===== src/pld_macrocell_pkg.sv =====
package pld_macrocell_pkg;

  // ----------------------------------------------------------------
  // sizes
  // ----------------------------------------------------------------
  localparam int GROUP_CELLS  = 8;
  localparam int OUT_CELLS    = 16;
  localparam int IN_CELLS     = 24;
  localparam int IN_GROUP     = 4;
  localparam int IN_GROUPS    = 6;
  localparam int SLOTS        = 4;
  localparam int BORROW_SLOTS = 8;
  localparam int NATIVE_A     = 3;
  localparam int NATIVE_B     = 4;
  localparam int BORROW_A     = 6;
  localparam int BORROW_B_LO  = 5;
  localparam int BORROW_B_HI  = 6;
  localparam int B_HI_FIRST   = 12;
  localparam int ADDR_W       = 8;
  localparam int DATA_W       = 16;
  localparam int LANE_W       = 8;
  localparam int SYNC_DEPTH   = 3;

  // ----------------------------------------------------------------
  // offsets inside the configuration i/o window
  // ----------------------------------------------------------------
  localparam logic [ADDR_W-1:0] OFS_DIR_A  = 8'h04;
  localparam logic [ADDR_W-1:0] OFS_DIR_B  = 8'h05;
  localparam logic [ADDR_W-1:0] OFS_IN_A   = 8'h18;
  localparam logic [ADDR_W-1:0] OFS_IN_B   = 8'h19;
  localparam logic [ADDR_W-1:0] OFS_IN_C   = 8'h1A;
  localparam logic [ADDR_W-1:0] OFS_OUT_A  = 8'h20;
  localparam logic [ADDR_W-1:0] OFS_OUT_B  = 8'h21;
  localparam logic [ADDR_W-1:0] OFS_MASK_A = 8'h22;
  localparam logic [ADDR_W-1:0] OFS_MASK_B = 8'h23;

  // ----------------------------------------------------------------
  // reset values
  // ----------------------------------------------------------------
  localparam logic [LANE_W-1:0] MASK_RESET = 8'h00;
  localparam logic [LANE_W-1:0] DIR_RESET  = 8'h00;
  localparam logic [LANE_W-1:0] ZERO_LANE  = 8'h00;

  // control pin bit positions and idle levels
  localparam int CTL_W   = 4;
  localparam int CTL_WR  = 0;
  localparam int CTL_RD  = 1;
  localparam int CTL_AS  = 2;
  localparam int CTL_EXT = 3;
  localparam logic [CTL_W-1:0] CTL_IDLE = 4'h3;

  // ----------------------------------------------------------------
  // types
  // ----------------------------------------------------------------
  typedef enum logic [3:0] {
    FF_D  = 4'h1,
    FF_T  = 4'h2,
    FF_JK = 4'h4,
    FF_SR = 4'h8
  } flopType_t;

  typedef enum logic [2:0] {
    IN_PASS  = 3'h1,
    IN_LATCH = 3'h2,
    IN_REG   = 3'h4
  } inMode_t;

  typedef enum logic [2:0] {
    OWN_SELF = 3'h1,
    OWN_PREV = 3'h2,
    OWN_NEXT = 3'h4
  } owner_t;

  typedef struct packed {
    flopType_t ffType;
    logic      invert;
    logic      useReg;
    logic      clkExt;
    logic      oeAlways;
    logic      internalNode;
  } outCfg_t;

  typedef struct packed {
    logic       clkPt;
    logic       presetPt;
    logic [1:0] clrPt;
    logic       kPt;
    logic       oePt;
  } cellTerms_t;

  typedef struct packed {
    logic              sel;
    logic [ADDR_W-1:0] addr;
    logic [DATA_W-1:0] data;
  } hostSample_t;

endpackage


===== src/output_cell.sv =====
`timescale 1ns/10ps
module output_cell #(
  parameter int NATIVE     = 4,
  parameter int BORROW_MAX = 6
) (
  // clock and reset
  input  wire logic                             clk,
  input  wire logic                             reset,
  // configuration and product terms
  input  pld_macrocell_pkg::outCfg_t            cfg,
  input  pld_macrocell_pkg::cellTerms_t         ctl,
  input  wire logic [NATIVE-1:0]                ownTerms,
  input  wire logic [7:0]                       borrowVal,
  input  wire logic [7:0]                       borrowGrant,
  input  wire logic                             extEdge,
  // host side
  input  wire logic                             hostLoad,
  input  wire logic                             hostBit,
  input  wire logic                             dirBit,
  // results
  output logic                                  pinOut,
  output logic                                  pinOe,
  output logic                                  feedback,
  output logic                                  flopQ
);
  import pld_macrocell_pkg::*;

  logic sum;
  logic borrowed;
  logic logicVal;
  logic clkPrev_q;
  logic clkEvent;
  logic clear;
  logic q_q;
  logic selVal;

  // ---------------
  // product term allocator
  // ---------------
  // grants past the budget are dropped in slot order
  always_comb begin
    int taken;
    taken = 0;
    borrowed = 1'b0;
    for (int i = 0; i < BORROW_SLOTS; i++) begin
      if (borrowGrant[i] && taken < BORROW_MAX) begin
        borrowed = borrowed | borrowVal[i];
        taken = taken + 1;
      end
    end
  end

  assign sum      = (|ownTerms) | borrowed;
  assign logicVal = sum ^ cfg.invert;

  // ---------------
  // storage element
  // ---------------
  always_ff @(posedge clk) begin
    if (reset) begin
      clkPrev_q <= 1'b0;
    end else begin
      clkPrev_q <= ctl.clkPt;
    end
  end

  assign clkEvent = cfg.clkExt ? extEdge : (ctl.clkPt & ~clkPrev_q);
  assign clear    = |ctl.clrPt;

  // host load first, then clear over preset
  always_ff @(posedge clk) begin
    if (reset) begin
      q_q <= 1'b0;
    end else if (hostLoad) begin
      q_q <= hostBit;
    end else if (clear) begin
      q_q <= 1'b0;
    end else if (ctl.presetPt) begin
      q_q <= 1'b1;
    end else if (clkEvent) begin
      case (cfg.ffType)
        FF_D:    q_q <= logicVal;
        FF_T:    q_q <= q_q ^ logicVal;
        FF_JK:   q_q <= (logicVal & ~q_q) | (~ctl.kPt & q_q);
        FF_SR:   q_q <= logicVal | (~ctl.kPt & q_q);
        default: q_q <= q_q;
      endcase
    end
  end

  // ---------------
  // output path
  // ---------------
  assign selVal   = cfg.useReg ? q_q : logicVal;
  assign pinOut   = selVal;
  assign feedback = selVal;
  assign flopQ    = q_q;

  always_comb begin
    if (cfg.internalNode) begin
      pinOe = 1'b0;
    end else if (cfg.oeAlways) begin
      pinOe = 1'b1;
    end else begin
      pinOe = ctl.oePt | dirBit;
    end
  end

endmodule


===== src/input_cell.sv =====
`timescale 1ns/10ps
module input_cell (
  // clock and reset
  input  wire logic                        clk,
  input  wire logic                        reset,
  // pins and configuration
  input  wire logic [3:0]                  pinIn,
  input  pld_macrocell_pkg::inMode_t [3:0] mode,
  input  wire logic                        enSel,
  input  wire logic                        enPt,
  input  wire logic                        addrStrobe,
  // logic input bus
  output logic [3:0]                       cellOut
);
  import pld_macrocell_pkg::*;

  logic [3:0] s1_q;
  logic [3:0] s2_q;
  logic [3:0] s3_q;
  logic [3:0] pin_q;
  logic [3:0] held_q;
  logic       enPrev_q;
  logic       enable;
  logic       enRise;

  // ---------------
  // pin capture
  // ---------------
  always_ff @(posedge clk) begin
    if (reset) begin
      s1_q  <= '0;
      s2_q  <= '0;
      s3_q  <= '0;
      pin_q <= '0;
    end else begin
      s1_q <= pinIn;
      s2_q <= s1_q;
      s3_q <= s2_q;
      for (int i = 0; i < IN_GROUP; i++) begin
        if (s2_q[i] == s3_q[i]) begin
          pin_q[i] <= s3_q[i];
        end
      end
    end
  end

  // ---------------
  // latch and register
  // ---------------
  // one enable for all four cells of the group
  assign enable = enSel ? addrStrobe : enPt;
  assign enRise = enable & ~enPrev_q;

  always_ff @(posedge clk) begin
    if (reset) begin
      enPrev_q <= 1'b0;
      held_q   <= '0;
    end else begin
      enPrev_q <= enable;
      for (int i = 0; i < IN_GROUP; i++) begin
        if (mode[i] == IN_LATCH && enable) begin
          held_q[i] <= pin_q[i];
        end else if (mode[i] == IN_REG && enRise) begin
          held_q[i] <= pin_q[i];
        end
      end
    end
  end

  always_comb begin
    for (int i = 0; i < IN_GROUP; i++) begin
      cellOut[i] = (mode[i] == IN_PASS) ? pin_q[i] : held_q[i];
    end
  end

endmodule


===== src/pld_macrocell_array.sv =====
// Contract
// - sixteen output cells, eight each port
// - xor stage sets output polarity
// - register or combinational to pin, feedback
// - flop works as D, T, JK, SR
// - flop clock: product term or external pin
// - preset, clear high; clear two terms
// - fixed data lanes, endian swap, 8-bit
// - native and borrow budgets per cell
// - borrow neighbours only, terms never shared
// - wide equations chain through cell feedback
// - host load overrides flop, reads back
// - data captured at write strobe end
// - per cell mask bit blocks host writes
// - pin enable is term or direction
// - no enable equation: input from reset
// - internal node frees pin, keeps feedback
// - 24 input cells: latch, register, pass
// - enable from term or address strobe
// - address strobe captures high address bits
// - second processor mailbox via port terms
// - block decoded inside config window
// - cells sit on the internal data bus
`timescale 1ns/10ps
module pld_macrocell_array (
  // clock and reset
  input  wire logic                                 clk,
  input  wire logic                                 reset,
  // host bus
  input  wire logic                                 configIoWindow,
  input  wire logic [pld_macrocell_pkg::ADDR_W-1:0] hostAddr,
  input  wire logic [pld_macrocell_pkg::DATA_W-1:0] hostDataIn,
  input  wire logic                                 hostWrLowStrobeN,
  input  wire logic                                 hostRdStrobeN,
  input  wire logic                                 hostAddressStrobe,
  input  wire logic                                 busIs16,
  input  wire logic                                 busBigEndian,
  output logic [pld_macrocell_pkg::DATA_W-1:0]      hostDataOut,
  output logic                                      hostDataOe,
  // and array side
  input  wire logic [15:0][3:0]                     termIn,
  input  pld_macrocell_pkg::owner_t [15:0][3:0]     termOwner,
  input  pld_macrocell_pkg::cellTerms_t [15:0]      cellTerms,
  input  pld_macrocell_pkg::outCfg_t [15:0]         outCfg,
  input  pld_macrocell_pkg::inMode_t [23:0]         inMode,
  input  wire logic [5:0]                           inEnSel,
  input  wire logic [5:0]                           inEnPt,
  output logic [15:0]                               cellFeedback,
  output logic [23:0]                               inputBus,
  // pins
  input  wire logic                                 externalFlopClock,
  input  wire logic [7:0]                           portAIn,
  input  wire logic [7:0]                           portBIn,
  input  wire logic [7:0]                           portCIn,
  output logic [7:0]                                portAOut,
  output logic [7:0]                                portAOe,
  output logic [7:0]                                portBOut,
  output logic [7:0]                                portBOe
);
  import pld_macrocell_pkg::*;

  logic [CTL_W-1:0]  ctlPins;
  logic [CTL_W-1:0]  c1_q;
  logic [CTL_W-1:0]  c2_q;
  logic [CTL_W-1:0]  c3_q;
  logic [CTL_W-1:0]  lvl_q;
  logic [CTL_W-1:0]  rise;
  hostSample_t       sample_q [SYNC_DEPTH];
  hostSample_t       held_q;
  logic              wrHit;
  logic              rdActive;
  logic [7:0]        maskA_q;
  logic [7:0]        maskB_q;
  logic [7:0]        dirA_q;
  logic [7:0]        dirB_q;
  logic [7:0]        laneLo;
  logic [7:0]        laneHi;
  logic              goA;
  logic              goB;
  logic [7:0]        valA;
  logic [7:0]        valB;
  logic [15:0]       hostLoad;
  logic [15:0]       hostBit;
  logic [15:0]       dirBits;
  logic [15:0]       cellOut;
  logic [15:0]       cellOe;
  logic [15:0]       flopQ;
  logic [15:0][3:0]  ownVal;
  logic [15:0][7:0]  bVal;
  logic [15:0][7:0]  bGrant;
  logic [23:0]       pinsAll;
  logic [15:0]       rdData_q;
  logic              rdMapped;
  logic [15:0]       rdNext;

  // ---------------
  // control pin capture
  // ---------------
  assign ctlPins[CTL_WR]  = hostWrLowStrobeN;
  assign ctlPins[CTL_RD]  = hostRdStrobeN;
  assign ctlPins[CTL_AS]  = hostAddressStrobe;
  assign ctlPins[CTL_EXT] = externalFlopClock;

  always_ff @(posedge clk) begin
    if (reset) begin
      c1_q  <= CTL_IDLE;
      c2_q  <= CTL_IDLE;
      c3_q  <= CTL_IDLE;
      lvl_q <= CTL_IDLE;
    end else begin
      c1_q <= ctlPins;
      c2_q <= c1_q;
      c3_q <= c2_q;
      for (int i = 0; i < CTL_W; i++) begin
        if (c2_q[i] == c3_q[i]) begin
          lvl_q[i] <= c3_q[i];
        end
      end
    end
  end

  // a rising level counts only once two stages agree
  assign rise     = c2_q & c3_q & ~lvl_q;
  assign rdActive = ~lvl_q[CTL_RD];

  // ---------------
  // write sampling
  // ---------------
  // bus words travel beside the strobe stages, so the copy kept is
  // the last one seen while the strobe was still low at the pins
  always_ff @(posedge clk) begin
    if (reset) begin
      for (int i = 0; i < SYNC_DEPTH; i++) begin
        sample_q[i] <= '0;
      end
    end else begin
      sample_q[0] <= '{configIoWindow, hostAddr, hostDataIn};
      for (int i = 1; i < SYNC_DEPTH; i++) begin
        sample_q[i] <= sample_q[i-1];
      end
    end
  end

  always_ff @(posedge clk) begin
    if (reset) begin
      held_q <= '0;
    end else if (!c3_q[CTL_WR]) begin
      held_q <= sample_q[SYNC_DEPTH-1];
    end
  end

  // trailing edge of the write strobe
  assign wrHit  = rise[CTL_WR] & held_q.sel;
  assign laneLo = held_q.data[LANE_W-1:0];
  assign laneHi = held_q.data[DATA_W-1:LANE_W];

  // ---------------
  // mask and direction registers
  // ---------------
  always_ff @(posedge clk) begin
    if (reset) begin
      maskA_q <= MASK_RESET;
      maskB_q <= MASK_RESET;
    end else if (wrHit && held_q.addr == OFS_MASK_A) begin
      maskA_q <= laneLo;
    end else if (wrHit && held_q.addr == OFS_MASK_B) begin
      maskB_q <= laneLo;
    end
  end

  always_ff @(posedge clk) begin
    if (reset) begin
      dirA_q <= DIR_RESET;
      dirB_q <= DIR_RESET;
    end else if (wrHit && held_q.addr == OFS_DIR_A) begin
      dirA_q <= laneLo;
    end else if (wrHit && held_q.addr == OFS_DIR_B) begin
      dirB_q <= laneLo;
    end
  end

  // ---------------
  // output cell loading
  // ---------------
  always_comb begin
    goA  = 1'b0;
    goB  = 1'b0;
    valA = laneLo;
    valB = laneLo;
    if (wrHit && held_q.addr == OFS_OUT_A) begin
      goA = 1'b1;
      if (busIs16) begin
        goB  = 1'b1;
        valA = busBigEndian ? laneHi : laneLo;
        valB = busBigEndian ? laneLo : laneHi;
      end
    end else if (wrHit && held_q.addr == OFS_OUT_B) begin
      goB = 1'b1;
    end
  end

  // a set mask bit shields a cell that logic owns
  assign hostLoad = {{8{goB}} & ~maskB_q, {8{goA}} & ~maskA_q};
  assign hostBit  = {valB, valA};
  assign dirBits  = {dirB_q, dirA_q};

  // ---------------
  // product term ownership
  // ---------------
  // a term has exactly one owner, so it can never serve two cells
  for (genvar k = 0; k < OUT_CELLS; k++) begin : g_route
    localparam int NK = (k < GROUP_CELLS) ? NATIVE_A : NATIVE_B;
    localparam int NL = (k - 1 < GROUP_CELLS) ? NATIVE_A : NATIVE_B;
    localparam int NH = (k + 1 < GROUP_CELLS) ? NATIVE_A : NATIVE_B;
    for (genvar j = 0; j < SLOTS; j++) begin : g_slot
      assign ownVal[k][j] = (j < NK) && termIn[k][j] &&
                            termOwner[k][j] == OWN_SELF;
      if (k > 0) begin : g_lo
        assign bVal[k][j]   = termIn[k-1][j];
        assign bGrant[k][j] = (j < NL) &&
                              termOwner[k-1][j] == OWN_NEXT;
      end else begin : g_lo0
        assign bVal[k][j]   = 1'b0;
        assign bGrant[k][j] = 1'b0;
      end
      if (k < OUT_CELLS - 1) begin : g_hi
        assign bVal[k][j+SLOTS]   = termIn[k+1][j];
        assign bGrant[k][j+SLOTS] = (j < NH) &&
                                    termOwner[k+1][j] == OWN_PREV;
      end else begin : g_hi0
        assign bVal[k][j+SLOTS]   = 1'b0;
        assign bGrant[k][j+SLOTS] = 1'b0;
      end
    end
  end

  // ---------------
  // output cells
  // ---------------
  for (genvar k = 0; k < OUT_CELLS; k++) begin : g_out
    localparam int NK = (k < GROUP_CELLS) ? NATIVE_A : NATIVE_B;
    localparam int BK = (k < GROUP_CELLS) ? BORROW_A :
                        (k < B_HI_FIRST) ? BORROW_B_LO : BORROW_B_HI;
    output_cell #(
      .NATIVE     (NK),
      .BORROW_MAX (BK)
    ) u_cell (
      .clk         (clk),
      .reset       (reset),
      .cfg         (outCfg[k]),
      .ctl         (cellTerms[k]),
      .ownTerms    (ownVal[k][NK-1:0]),
      .borrowVal   (bVal[k]),
      .borrowGrant (bGrant[k]),
      .extEdge     (rise[CTL_EXT]),
      .hostLoad    (hostLoad[k]),
      .hostBit     (hostBit[k]),
      .dirBit      (dirBits[k]),
      .pinOut      (cellOut[k]),
      .pinOe       (cellOe[k]),
      .feedback    (cellFeedback[k]),
      .flopQ       (flopQ[k])
    );
  end

  // feedback lets wide equations expand through spare cells
  // at the cost of one more pass through the array
  assign portAOut = cellOut[7:0];
  // second processor reads when its read term opens port a
  assign portAOe  = cellOe[7:0];
  assign portBOut = cellOut[15:8];
  assign portBOe  = cellOe[15:8];

  // ---------------
  // input cells
  // ---------------
  assign pinsAll = {portCIn, portBIn, portAIn};

  for (genvar g = 0; g < IN_GROUPS; g++) begin : g_in
    input_cell u_in (
      .clk        (clk),
      .reset      (reset),
      .pinIn      (pinsAll[g*IN_GROUP +: IN_GROUP]),
      .mode       (inMode[g*IN_GROUP +: IN_GROUP]),
      .enSel      (inEnSel[g]),
      .enPt       (inEnPt[g]),
      .addrStrobe (lvl_q[CTL_AS]),
      .cellOut    (inputBus[g*IN_GROUP +: IN_GROUP])
    );
  end

  // ---------------
  // host reads
  // ---------------
  // pure selection: nothing here touches cell state
  always_comb begin
    rdMapped = 1'b1;
    rdNext   = '0;
    case (hostAddr)
      OFS_OUT_A: begin
        if (!busIs16) begin
          rdNext = {ZERO_LANE, flopQ[7:0]};
        end else if (busBigEndian) begin
          rdNext = {flopQ[7:0], flopQ[15:8]};
        end else begin
          rdNext = flopQ;
        end
      end
      OFS_OUT_B:  rdNext = {ZERO_LANE, flopQ[15:8]};
      OFS_MASK_A: rdNext = {ZERO_LANE, maskA_q};
      OFS_MASK_B: rdNext = {ZERO_LANE, maskB_q};
      OFS_DIR_A:  rdNext = {ZERO_LANE, dirA_q};
      OFS_DIR_B:  rdNext = {ZERO_LANE, dirB_q};
      OFS_IN_A:   rdNext = {ZERO_LANE, inputBus[7:0]};
      OFS_IN_B:   rdNext = {ZERO_LANE, inputBus[15:8]};
      OFS_IN_C:   rdNext = {ZERO_LANE, inputBus[23:16]};
      default:    rdMapped = 1'b0;
    endcase
  end

  always_ff @(posedge clk) begin
    if (reset) begin
      rdData_q <= '0;
    end else begin
      rdData_q <= rdNext;
    end
  end

  // unmapped addresses leave the bus undriven
  assign hostDataOut = rdData_q;
  assign hostDataOe  = rdActive & configIoWindow & rdMapped;

endmodule


===== config.mk =====
export PLATFORM = sky130hd
export DESIGN_NAME = pld_macrocell_array
export DESIGN_NICKNAME = d
export VERILOG_FILES = /design/src/pld_macrocell_pkg.sv /design/src/output_cell.sv /design/src/input_cell.sv /design/src/pld_macrocell_array.sv
export SDC_FILE = /design/constraint.sdc
export NUM_CORES = 1
export LEC_CHECK = 0
export BUFFER_PORTS_ARGS = -buffer_cell sky130_fd_sc_hd__buf_2
export CAP_MARGIN = 5
export CORE_AREA = 2 2 285 287
export CTS_CLUSTER_SIZE = 10
export DETAILED_ROUTE_END_ITERATION = 6
export DIE_AREA = 0 0 287 289
export PLACE_DENSITY = 0.53
export SETUP_SLACK_MARGIN = 0.5
export SLEW_MARGIN = 20
export SYNTH_ARGS = -nofsm -noshare
export SYNTH_HDL_FRONTEND = slang
export SYNTH_SLANG_ARGS = --single-unit

===== constraint.sdc =====
create_clock -name clk -period 9.8 [get_ports clk]
set_input_delay 0.49 -clock clk [delete_from_list [all_inputs] [get_ports clk]]
set_output_delay 0.49 -clock clk [all_outputs]
set_load 0.01 [all_outputs]

==> out/summary.txt, run 1 <==
NetSw: 1.03 mW
Cell count after synthesis: 2662
Non-Filler Instances: 4384
Die span in y: 289 µm
Pwr per Cell Area: 131 nW/µm²
CTS max path bufs: 3
Inst Count DP: 4302
Share of cells above drive strength 1: 26.8%
Required time worst endpoint: 9.31 ns
Met1 wire length: 36.3 mm
Met3 WL: 6.74 mm
Starting density of the core: 27.5%
Postcts setup bufs: 0
EDFF count, synth: 0
Status: completed
Sequential power share: 37.9%
Vias in the first global route: 20779
Critical Path AT: 7.33 ns
Largest area contributor in the netlist: dfxtp_1
Switching Fraction: 28.6%
H-Tree Level Count: 2
Final Cycle Share: 79.8%
Fill cells: 8484
Syn_nets: 3401
Critical Path End Type: output port
DRC: 0
Slew Limit Headroom: 31.8%
Synth unique cells: 110
Clk_skew: 0.0329 ns
Yosys top cell area share: 29.4%
Initial antenna violation count: 32
Vias per cell: 4.95
FP Rows: 104
Setup CP Type: in -> out
#FFs+latches synth: 322
Hold Fails Final Rpt: 0
Final setup vio count: 0
Highest routed metal layer: met5
Port Buffer Count: 693
Multi-input gate area: 14300 µm²
Worst skew pair latency: 0.59 ns
DRT iter0 DRCs: 1073
Num CTS Buffers: 43
CP startpoint kind: input pin
Largest net degree at the start of global routing: 99
DR WL/cell: 20.1 µm
Post-synthesis sequential area ratio: 29.4%
Cell area after synthesis: 21900 µm²
Leakage: 12.1 nW
Drt first pass iters: 4
FMAX: 128 MHz
Detailed placement HPWL: 73.7 mm
Io pins: 726
Core Box Area: 79900 µm²
Hold Crit Class: in -> reg
Gates resized, CTS repair: 0
DR WL met2: 42.3 mm
Root buffer cell: clkbuf_16
P_int: 2.58 mW
Primary FF master, synth: dfxtp_1
Final slew viol count: 0
Crit path max fanout: 8
First-pass GRT wire length: 128 mm
Unrepaired setup endpoints after global routing: no
Final core utilization: 34.5%
Area Growth Syn to Fin: 25.6%
Peak supply drop: 0.128 mV
Post-synth ARST share: 0%
Post-DRT Antenna Nets: 0
Gr usage total: 20.4%
Placer's final routability congestion estimate: 0.928
DR vias: 21694
Least-Margin Pin Slew: 1.02 ns
Cts hold-fix bufs: 0
Largest cells by area after synthesis: dfxtp_1, mux2i_1, ha_1, nor2b_1, nor2_1
Clock network power share: 42.7%
Die W: 287 µm
Max-Cap Viols: 0
Total length of routed wires: 88.1 mm
Reg clk slew, reported paths: 0.05 ns
Seq. cell area: 6450 µm²
Clk sinks: 322
Post-layout nets: 4026
Avg Cell Area, Syn: 8.24 µm²
Part of the power in combinational logic: 19.4%
Synthesis Warnings: 0
Final setup TNS: 0 ns
Min cycle time layout: 7.82 ns
Die area: 82900 µm²
CTS tree: yes
Total grt overflow: 0
-- path summary, 6_finish.rpt --
kind	startpoint	to	slack, ns	cells past startpoint
max	termOwner[124]	cellFeedback[11]	1.98	28
min	hostRdStrobeN	c1_q[1]	0.11	2
max reg2reg	c3_q[0]	g_out[14].u_cell.flopQ	5.01	11
min reg2reg	c1_q[1]	c2_q[1]	0.41	1
-- cell type report --
type / count / area share [%]
clock inverter: 11 / 0.704
antenna: 15 / 0.136
inverter: 133 / 1.83
multi-input combinational: 2085 / 52.0
sequential: 322 / 23.4
timing repair buffer: 702 / 12.9
clock buffer: 56 / 4.23
tap: 1060 / 4.81
-- synthesized netlist by cell type, types with 7 or more instances --
cell type and count:
ha_1 102, o31a_1 8, or3b_1 9, or3b_2 7
nand2b_1 26, a22oi_1 19, a221o_1 7, xnor2_1 47
a21oi_1 121, o2111ai_1 8, o2bb2ai_1 8, nor4b_1 16
nor2_1 296, a21o_1 12, nor3b_2 9, dfxtp_1 322
a211oi_1 15, o211ai_1 16, nor4_1 12, nand4_1 12
nor3_1 135, buf_4 49, nor3b_1 63, or2_2 12
mux2_2 49, nand2_1 170, xor2_1 46, a211o_1 10
inv_1 124, and3_1 18, o22ai_1 8, nand3b_1 11
o21ai_0 140, nor4bb_1 76, clkbuf_1 67, mux2i_1 139
a31oi_1 25, o31ai_1 9, a221oi_1 9, and2_1 22
nor2b_1 187, nand3_1 40, o21a_1 10
-- metal layers --
metal / vias to the layer above / global-route usage, %
li1: 10830 / -
met1: 10047 / 24.3
met2: 659 / 35.7
met3: 130 / 5.50
met4: 28 / 6.43
met5: - / 0
-- kinds of logic after synthesis --
family | count (synthesis) | synth area share, %
DFF | 322 | 29.4
adders and majority gates | 102 | 5.82
and+or+nand+nor | 1165 | 30.0
buffers and inverters | 255 | 5.33
xor gates and xnor gates | 96 | 3.96
AOI/OAI and AO/OA | 529 | 16.3
muxes | 193 | 9.21
-- critical path, stage by stage --
cell and delay (ns):
buf_2 0.11, or3b_4 0.45, inv_2 0.16, ha_1 0.33, or4b_1 0.56, and2_1 0.18, ha_1 0.27, inv_1 0.10
nand4_1 0.13, a211o_1 0.34, nand2_1 0.09, inv_1 0.05, ha_1 0.24, a311oi_1 0.38, a2111oi_0 0.13, a31oi_1 0.31
inv_1 0.11, ha_1 0.22, or3_4 0.40, and3_4 0.22, o21ai_0 0.27, ha_1 0.22, or3b_1 0.35, a211o_1 0.30
a31oi_1 0.22, xor2_1 0.14, o21ai_1 0.34, buf_2 0.21
-- flip-flops by register name (all words and copies together) (netlist names) --
register and cells:
sample_q 75, g_out.u_cell.flopQ 16, g_in.u_in.s1_q 24, g_in.u_in.held_q 24, g_in.u_in.enPrev_q 6, maskA_q 8, g_in.u_in.pin_q 24, c3_q 4
g_in.u_in.s2_q 24, c2_q 4, dirA_q 8, g_in.u_in.s3_q 24, c1_q 4, dirB_q 8, lvl_q 4, hostDataOut 16
maskB_q 8, g_out.u_cell.clkPrev_q 16, held_q 25
-- metrics by stage --
step | area (µm²) | setup WS (ns) | hold WS [ns] | total power, mW
floorplan | 21900 | 2.48 | 0.389 | 1.82
global placement | 26200 | 1.65 | 0.392 | 2.09
finish | 27600 | 1.98 | 0.105 | 3.61
detailed placement | 26200 | 1.66 | 0.403 | 2.10
CTS | 27500 | 1.96 | 0.0586 | 3.67
global route | 27500 | 1.48 | 0.0658 | 3.82
-- layout by cell type, fill, tap and decap left out, types with 11 or more instances in the layout --
master / Yosys / routed
and2_1: 22 / 22
nor4b_1: 16 / 16
buf_2: 0 / 692
xnor2_1: 47 / 46
nand3_1: 40 / 40
or2_2: 12 / 12
xor2_1: 46 / 46
dfxtp_1: 322 / 322
mux2_2: 49 / 49
nand3b_1: 11 / 11
nor2b_1: 187 / 186
clkbuf_16: 0 / 43
ha_1: 102 / 102
o211ai_1: 16 / 16
a31oi_1: 25 / 25
nor3b_1: 63 / 63
a21o_1: 12 / 12
inv_1: 124 / 124
nand2_1: 170 / 170
nor4bb_1: 76 / 76
nand4_1: 12 / 12
o21ai_0: 140 / 140
a21oi_1: 121 / 121
a211oi_1: 15 / 15
nor2_1: 296 / 296
a22oi_1: 19 / 19
and3_1: 18 / 18
diode_2: 0 / 15
nand2b_1: 26 / 26
nor3_1: 135 / 135
nor4_1: 12 / 12
mux2i_1: 139 / 139
-- power groups by stage --
stage	Combinational [mW]	Sequential, mW	Clock [mW]
floorplan	0.435	1.38	0
global placement	0.694	1.40	0
detailed placement	0.699	1.40	0
CTS	0.704	1.37	1.60
global route	0.785	1.37	1.66
finish	0.702	1.37	1.54
Power figures use the tool's default switching activity.
==> inputs of run 2 (changes only) <==
==> constraint.sdc (replaced) <==
create_clock -name clk -period 7.88 [get_ports clk]
set_input_delay 0.394 -clock clk [delete_from_list [all_inputs] [get_ports clk]]
set_output_delay 0.394 -clock clk [all_outputs]
set_load 0.01 [all_outputs]
==> out/summary.txt, run 2 (synthesis results as in run 1) <==
DR vias: 21837
Max-Cap Viols: 0
Area Growth Syn to Fin: 27.5%
Total grt overflow: 0
Total length of routed wires: 89.0 mm
Hold Path End: sample_q[0][15]
Worst skew pair latency: 0.60 ns
Die area: 82900 µm²
Die span in y: 289 µm
Port Buffer Count: 693
Top Registers: sample_q (75), held_q (25)
Gr usage total: 20.5%
Most common cell after layout, fill and taps aside: buf_2
Min-Delay Path Depth: 2
Slew Limit Headroom: 33.8%
Pre-CTS WS: 0.156 ns
H-Tree Level Count: 2
FMAX: 141 MHz
Final setup TNS: 0 ns
Initial antenna violation count: 33
Inst Count DP: 4308
Die W: 287 µm
CP startpoint kind: input pin
Slowest stage delay, CP: 0.55 ns
Reg clk slew, reported paths: 0.05 ns
Setup CP Type: in -> out
CTS tree: yes
Peak supply drop: 0.148 mV
Fin worst setup slack: 0.783 ns
Drt first pass iters: 5
Status: completed
Detailed placement HPWL: 74.0 mm
Clk sinks: 322
Hold Crit Class: in -> reg
Slowest CP cell: or4b_1
Vias in the first global route: 20937
Final Cycle Share: 90.1%
Final setup vio count: 0
Critical Path AT: 6.70 ns
Placer's final routability congestion estimate: 0.937
CTS max path bufs: 3
Io pins: 726
R2r worst-path depth: 11
Pwr per Cell Area: 161 nW/µm²
Critical Path End Type: output port
HP Start: hostDataIn[15]
Flop-to-flop setup slack: 3.16 ns
Most frequent CP cell: ha_1
Num CTS Buffers: 43
Root buffer cell: clkbuf_16
Clk_skew: 0.0335 ns
Top reg by flops: sample_q
Min Hold Slack: 0.0377 ns
Reg2Reg Launch Point: c3_q[0]
Final core utilization: 35.0%
DRC: 0
Hold Fails Final Rpt: 0
FP Rows: 104
Core Box Area: 79900 µm²
Most frequent cells in the layout: buf_2, dfxtp_1, nor2_1, nor2b_1, nand2_1
Share of cells above drive strength 1: 26.9%
Largest net degree at the start of global routing: 98
Required time worst endpoint: 7.49 ns
Crit path max fanout: 7
DR WL/cell: 20.1 µm
Least-Margin Pin Slew: 0.989 ns
Unrepaired setup endpoints after global routing: no
Final slew viol count: 0
Non-Filler Instances: 4425
Min cycle time layout: 7.10 ns
Vias per cell: 4.93
DRT iter0 DRCs: 1041
First-pass GRT wire length: 129 mm
Max reg flops: 75
Post-DRT Antenna Nets: 0
Post-layout nets: 4068
Leakage: 12.2 nW
FF-to-FF End: g_out[14].u_cell.flopQ
Starting density of the core: 27.5%
==> run 2: worst max-delay path by stage <==
stage          slack (ns)  cells after the start      startpoint                     end
2_1_floorplan        0.65                     37  termOwner[124]  g_out[11].u_cell.flopQ
3_3_place_gp         0.11                     35  termOwner[124]  g_out[11].u_cell.flopQ
3_5_place_dp         0.16                     35  termOwner[124]  g_out[11].u_cell.flopQ
4_1_cts              0.55                     29  termOwner[124]        cellFeedback[11]
5_1_grt              0.51                     31  termOwner[121]        cellFeedback[11]
6_report             0.78                     29  termOwner[124]        cellFeedback[11]
==> run 2: where the power goes <==
group	switching, mW	leakage (nW)	internal (mW)	total [mW]
combinational	0.487	8.96	0.412	0.898
clock	0.788	0.656	1.12	1.91
sequential	0.0282	2.63	1.67	1.70
==> run 2: metrics by stage <==
stage	power (mW)	area, µm²
after floorplan	2.26	21900
after global placement	2.61	26200
after detailed placement	2.61	26200
after CTS	4.58	27900
after global routing	4.75	28000
final	4.51	28000
==> run 2: timing repair <==
action                     in CTS  in global routing
setup endpoints to repair       0                  3
hold buffers                   35                  0
hold endpoints to repair       35                  0
buffers inserted                0                  1
resized for setup               0                  8
==> run 2: routing by layer <==
| layer | vias up | part of all wire [%] | GRT usage, % |
|---|---|---|---|
| met1 | 10098 | 42 | 24.5 |
| met3 | 125 | 7.3 | 5.20 |
| met4 | 30 | 2.3 | 5.47 |
| li1 | 10912 | - | - |
| met2 | 672 | 48 | 36.3 |
| met5 | - | 0.21 | 0 |
==> run 2: layout make-up <==
type / instances / area, µm²
fill: 8488 / 51900
multi-input combinational: 2085 / 14400
sequential: 322 / 6450
timing repair buffer: 744 / 3950
tap: 1060 / 1330
clock buffer: 55 / 1180
inverter: 133 / 507
clock inverter: 11 / 169
antenna: 15 / 37.5
==> run 2: critical path: cells and delay by family <==
| family | cells | cell delay [ns] |
|---|---|---|
| and+or+nand+nor | 6 | 1.87 |
| AOI/OAI and AO/OA | 8 | 1.78 |
| xor gates and xnor gates | 2 | 0.28 |
| buffers and inverters | 7 | 0.90 |
| muxes | 1 | 0.27 |
| adders and majority gates | 5 | 1.19 |
==> inputs of run 3 (changes only) <==
--- a/config.mk
+++ b/config.mk
@@ -12,6 +12,7 @@
 export DETAILED_ROUTE_END_ITERATION = 6
 export DIE_AREA = 0 0 287 289
 export PLACE_DENSITY = 0.53
+export RECOVER_POWER = 25
 export SETUP_SLACK_MARGIN = 0.5
 export SLEW_MARGIN = 20
 export SYNTH_ARGS = -nofsm -noshare
==> out/summary.txt, run 3 (synthesis results as in run 1) <==
Met1 global-route usage: 24.5%
Total length of routed wires: 89.0 mm
Pre-CTS WS: 0.156 ns
FMAX: 141 MHz
Hold Fails Final Rpt: 0
Met3 usage: 5.20%
Io pins: 726
First-pass GRT wire length: 129 mm
Port Buffer Count: 693
DR WL/cell: 20.1 µm
Met2 global-route usage: 36.3%
Core Box Area: 79900 µm²
Min cycle time layout: 7.10 ns
Gr usage total: 20.5%
Root buffer cell: clkbuf_16
Gr busiest metal: met2
Top Registers: sample_q (75), held_q (25)
CTS max path bufs: 3
Least-Margin Pin Slew: 4.67 ns
Hold Crit Class: in -> reg
Most common cell after layout, fill and taps aside: buf_2
CTS tree: yes
Starting density of the core: 27.5%
Failing checks: capacitance limit, slew limit
Area Growth Syn to Fin: 27.5%
Final Cycle Share: 90.1%
Fin worst setup slack: 0.783 ns
Most frequent CP cell: ha_1
H-Tree Level Count: 2
Die span in y: 289 µm
Detailed placement HPWL: 74.0 mm
FP Rows: 104
Post-layout nets: 4068
Initial antenna violation count: 33
Slew Limit Headroom: -211%
Largest net degree at the start of global routing: 98
Top reg by flops: sample_q
Die area: 82900 µm²
Final setup vio count: 0
Slowest CP cell: or4b_1
Die W: 287 µm
Clk sinks: 322
Vias in the first global route: 20937
Setup CP Type: in -> out
Num CTS Buffers: 43
DR vias: 21843
Leakage: 12.2 nW
Final instance area: 28000 µm²
Status: finished, violations left
Area after DPL: 26200 µm²
Post-DRT Antenna Nets: 0
Clk_skew: 0.0335 ns
Vias per cell: 4.94
Critical Path End Type: output port
Placer's final routability congestion estimate: 0.937
Max reg flops: 75
Pwr per Cell Area: 161 nW/µm²
Worst skew pair latency: 0.60 ns
CP startpoint kind: input pin
Most frequent cells in the layout: buf_2, dfxtp_1, nor2_1, nor2b_1, nand2_1
Seq. cell area: 6450 µm²
Worst path top cell family by delay: simple AND/OR/NAND/NOR gates
Unrepaired setup endpoints after global routing: no
DRC: 0
CP bufs+invs: 7
Final setup TNS: 0 ns
Fill cells: 8487
Crit path max fanout: 7
Critical Path AT: 6.70 ns
Drt first pass iters: 6
Reg clk slew, reported paths: 0.05 ns
Slowest stage delay, CP: 0.55 ns
Final core utilization: 35.0%
Max-Cap Viols: 2
DRT iter0 DRCs: 1041
Peak supply drop: 0.148 mV
Total grt overflow: 0
Share of cells above drive strength 1: 26.8%
Required time worst endpoint: 7.49 ns
Multi-input gate area: 14400 µm²
Final slew viol count: 159
[run 3: layer usage]
layer | up-vias | wire length [µm]
met1 | 10098 | 37300
met3 | 129 | 6540
met4 | 30 | 2070
li1 | 10913 | -
met2 | 673 | 43000
met5 | - | 189
[run 3: where the power goes]
group	switching (mW)	total (mW)	internal, mW
clock	0.788	1.91	1.12
combinational	0.487	0.898	0.412
sequential	0.0282	1.70	1.67
total	1.30	4.51	3.21
[run 3: repair_timing]
action | in CTS | in global routing
hold buffers | 35 | 0
endpoints found under the hold margin | 35 | 0
setup endpoints to repair | 0 | 3
gates resized for setup | 0 | 8
buffers inserted | 0 | 1
[run 3: through the flow]
step	cells	hold slack [ns]	total power [mW]
6_report	4425	0.0375	4.51
2_1_floorplan	2662	0.389	2.26
3_3_place_gp	4308	0.396	2.61
4_1_cts	4409	0.00152	4.58
5_1_grt	4419	0.0133	4.75
3_5_place_dp	4308	0.397	2.61
[run 3: worst paths after layout]
kind,from,end,slack (ns),cells after the start
worst min-delay path,hostDataIn[15],sample_q[0][15],0.04,2
worst min register to register,c1_q[1],c2_q[1],0.41,1
worst max register to register,c3_q[0],g_out[14].u_cell.flopQ,3.11,11
worst max-delay path,termOwner[124],cellFeedback[11],0.78,29
[run 3: cell type report]
class                           count  share of cell area [%]
Antenna cell                       15                   0.134
Clock buffer                       55                    4.22
Clock inverter                     11                   0.604
Inverter                          133                    1.81
Multi-Input combinational cell   2085                    51.4
Sequential cell                   322                    23.0
Tap cell                         1060                    4.74
Timing Repair Buffer              744                    14.1
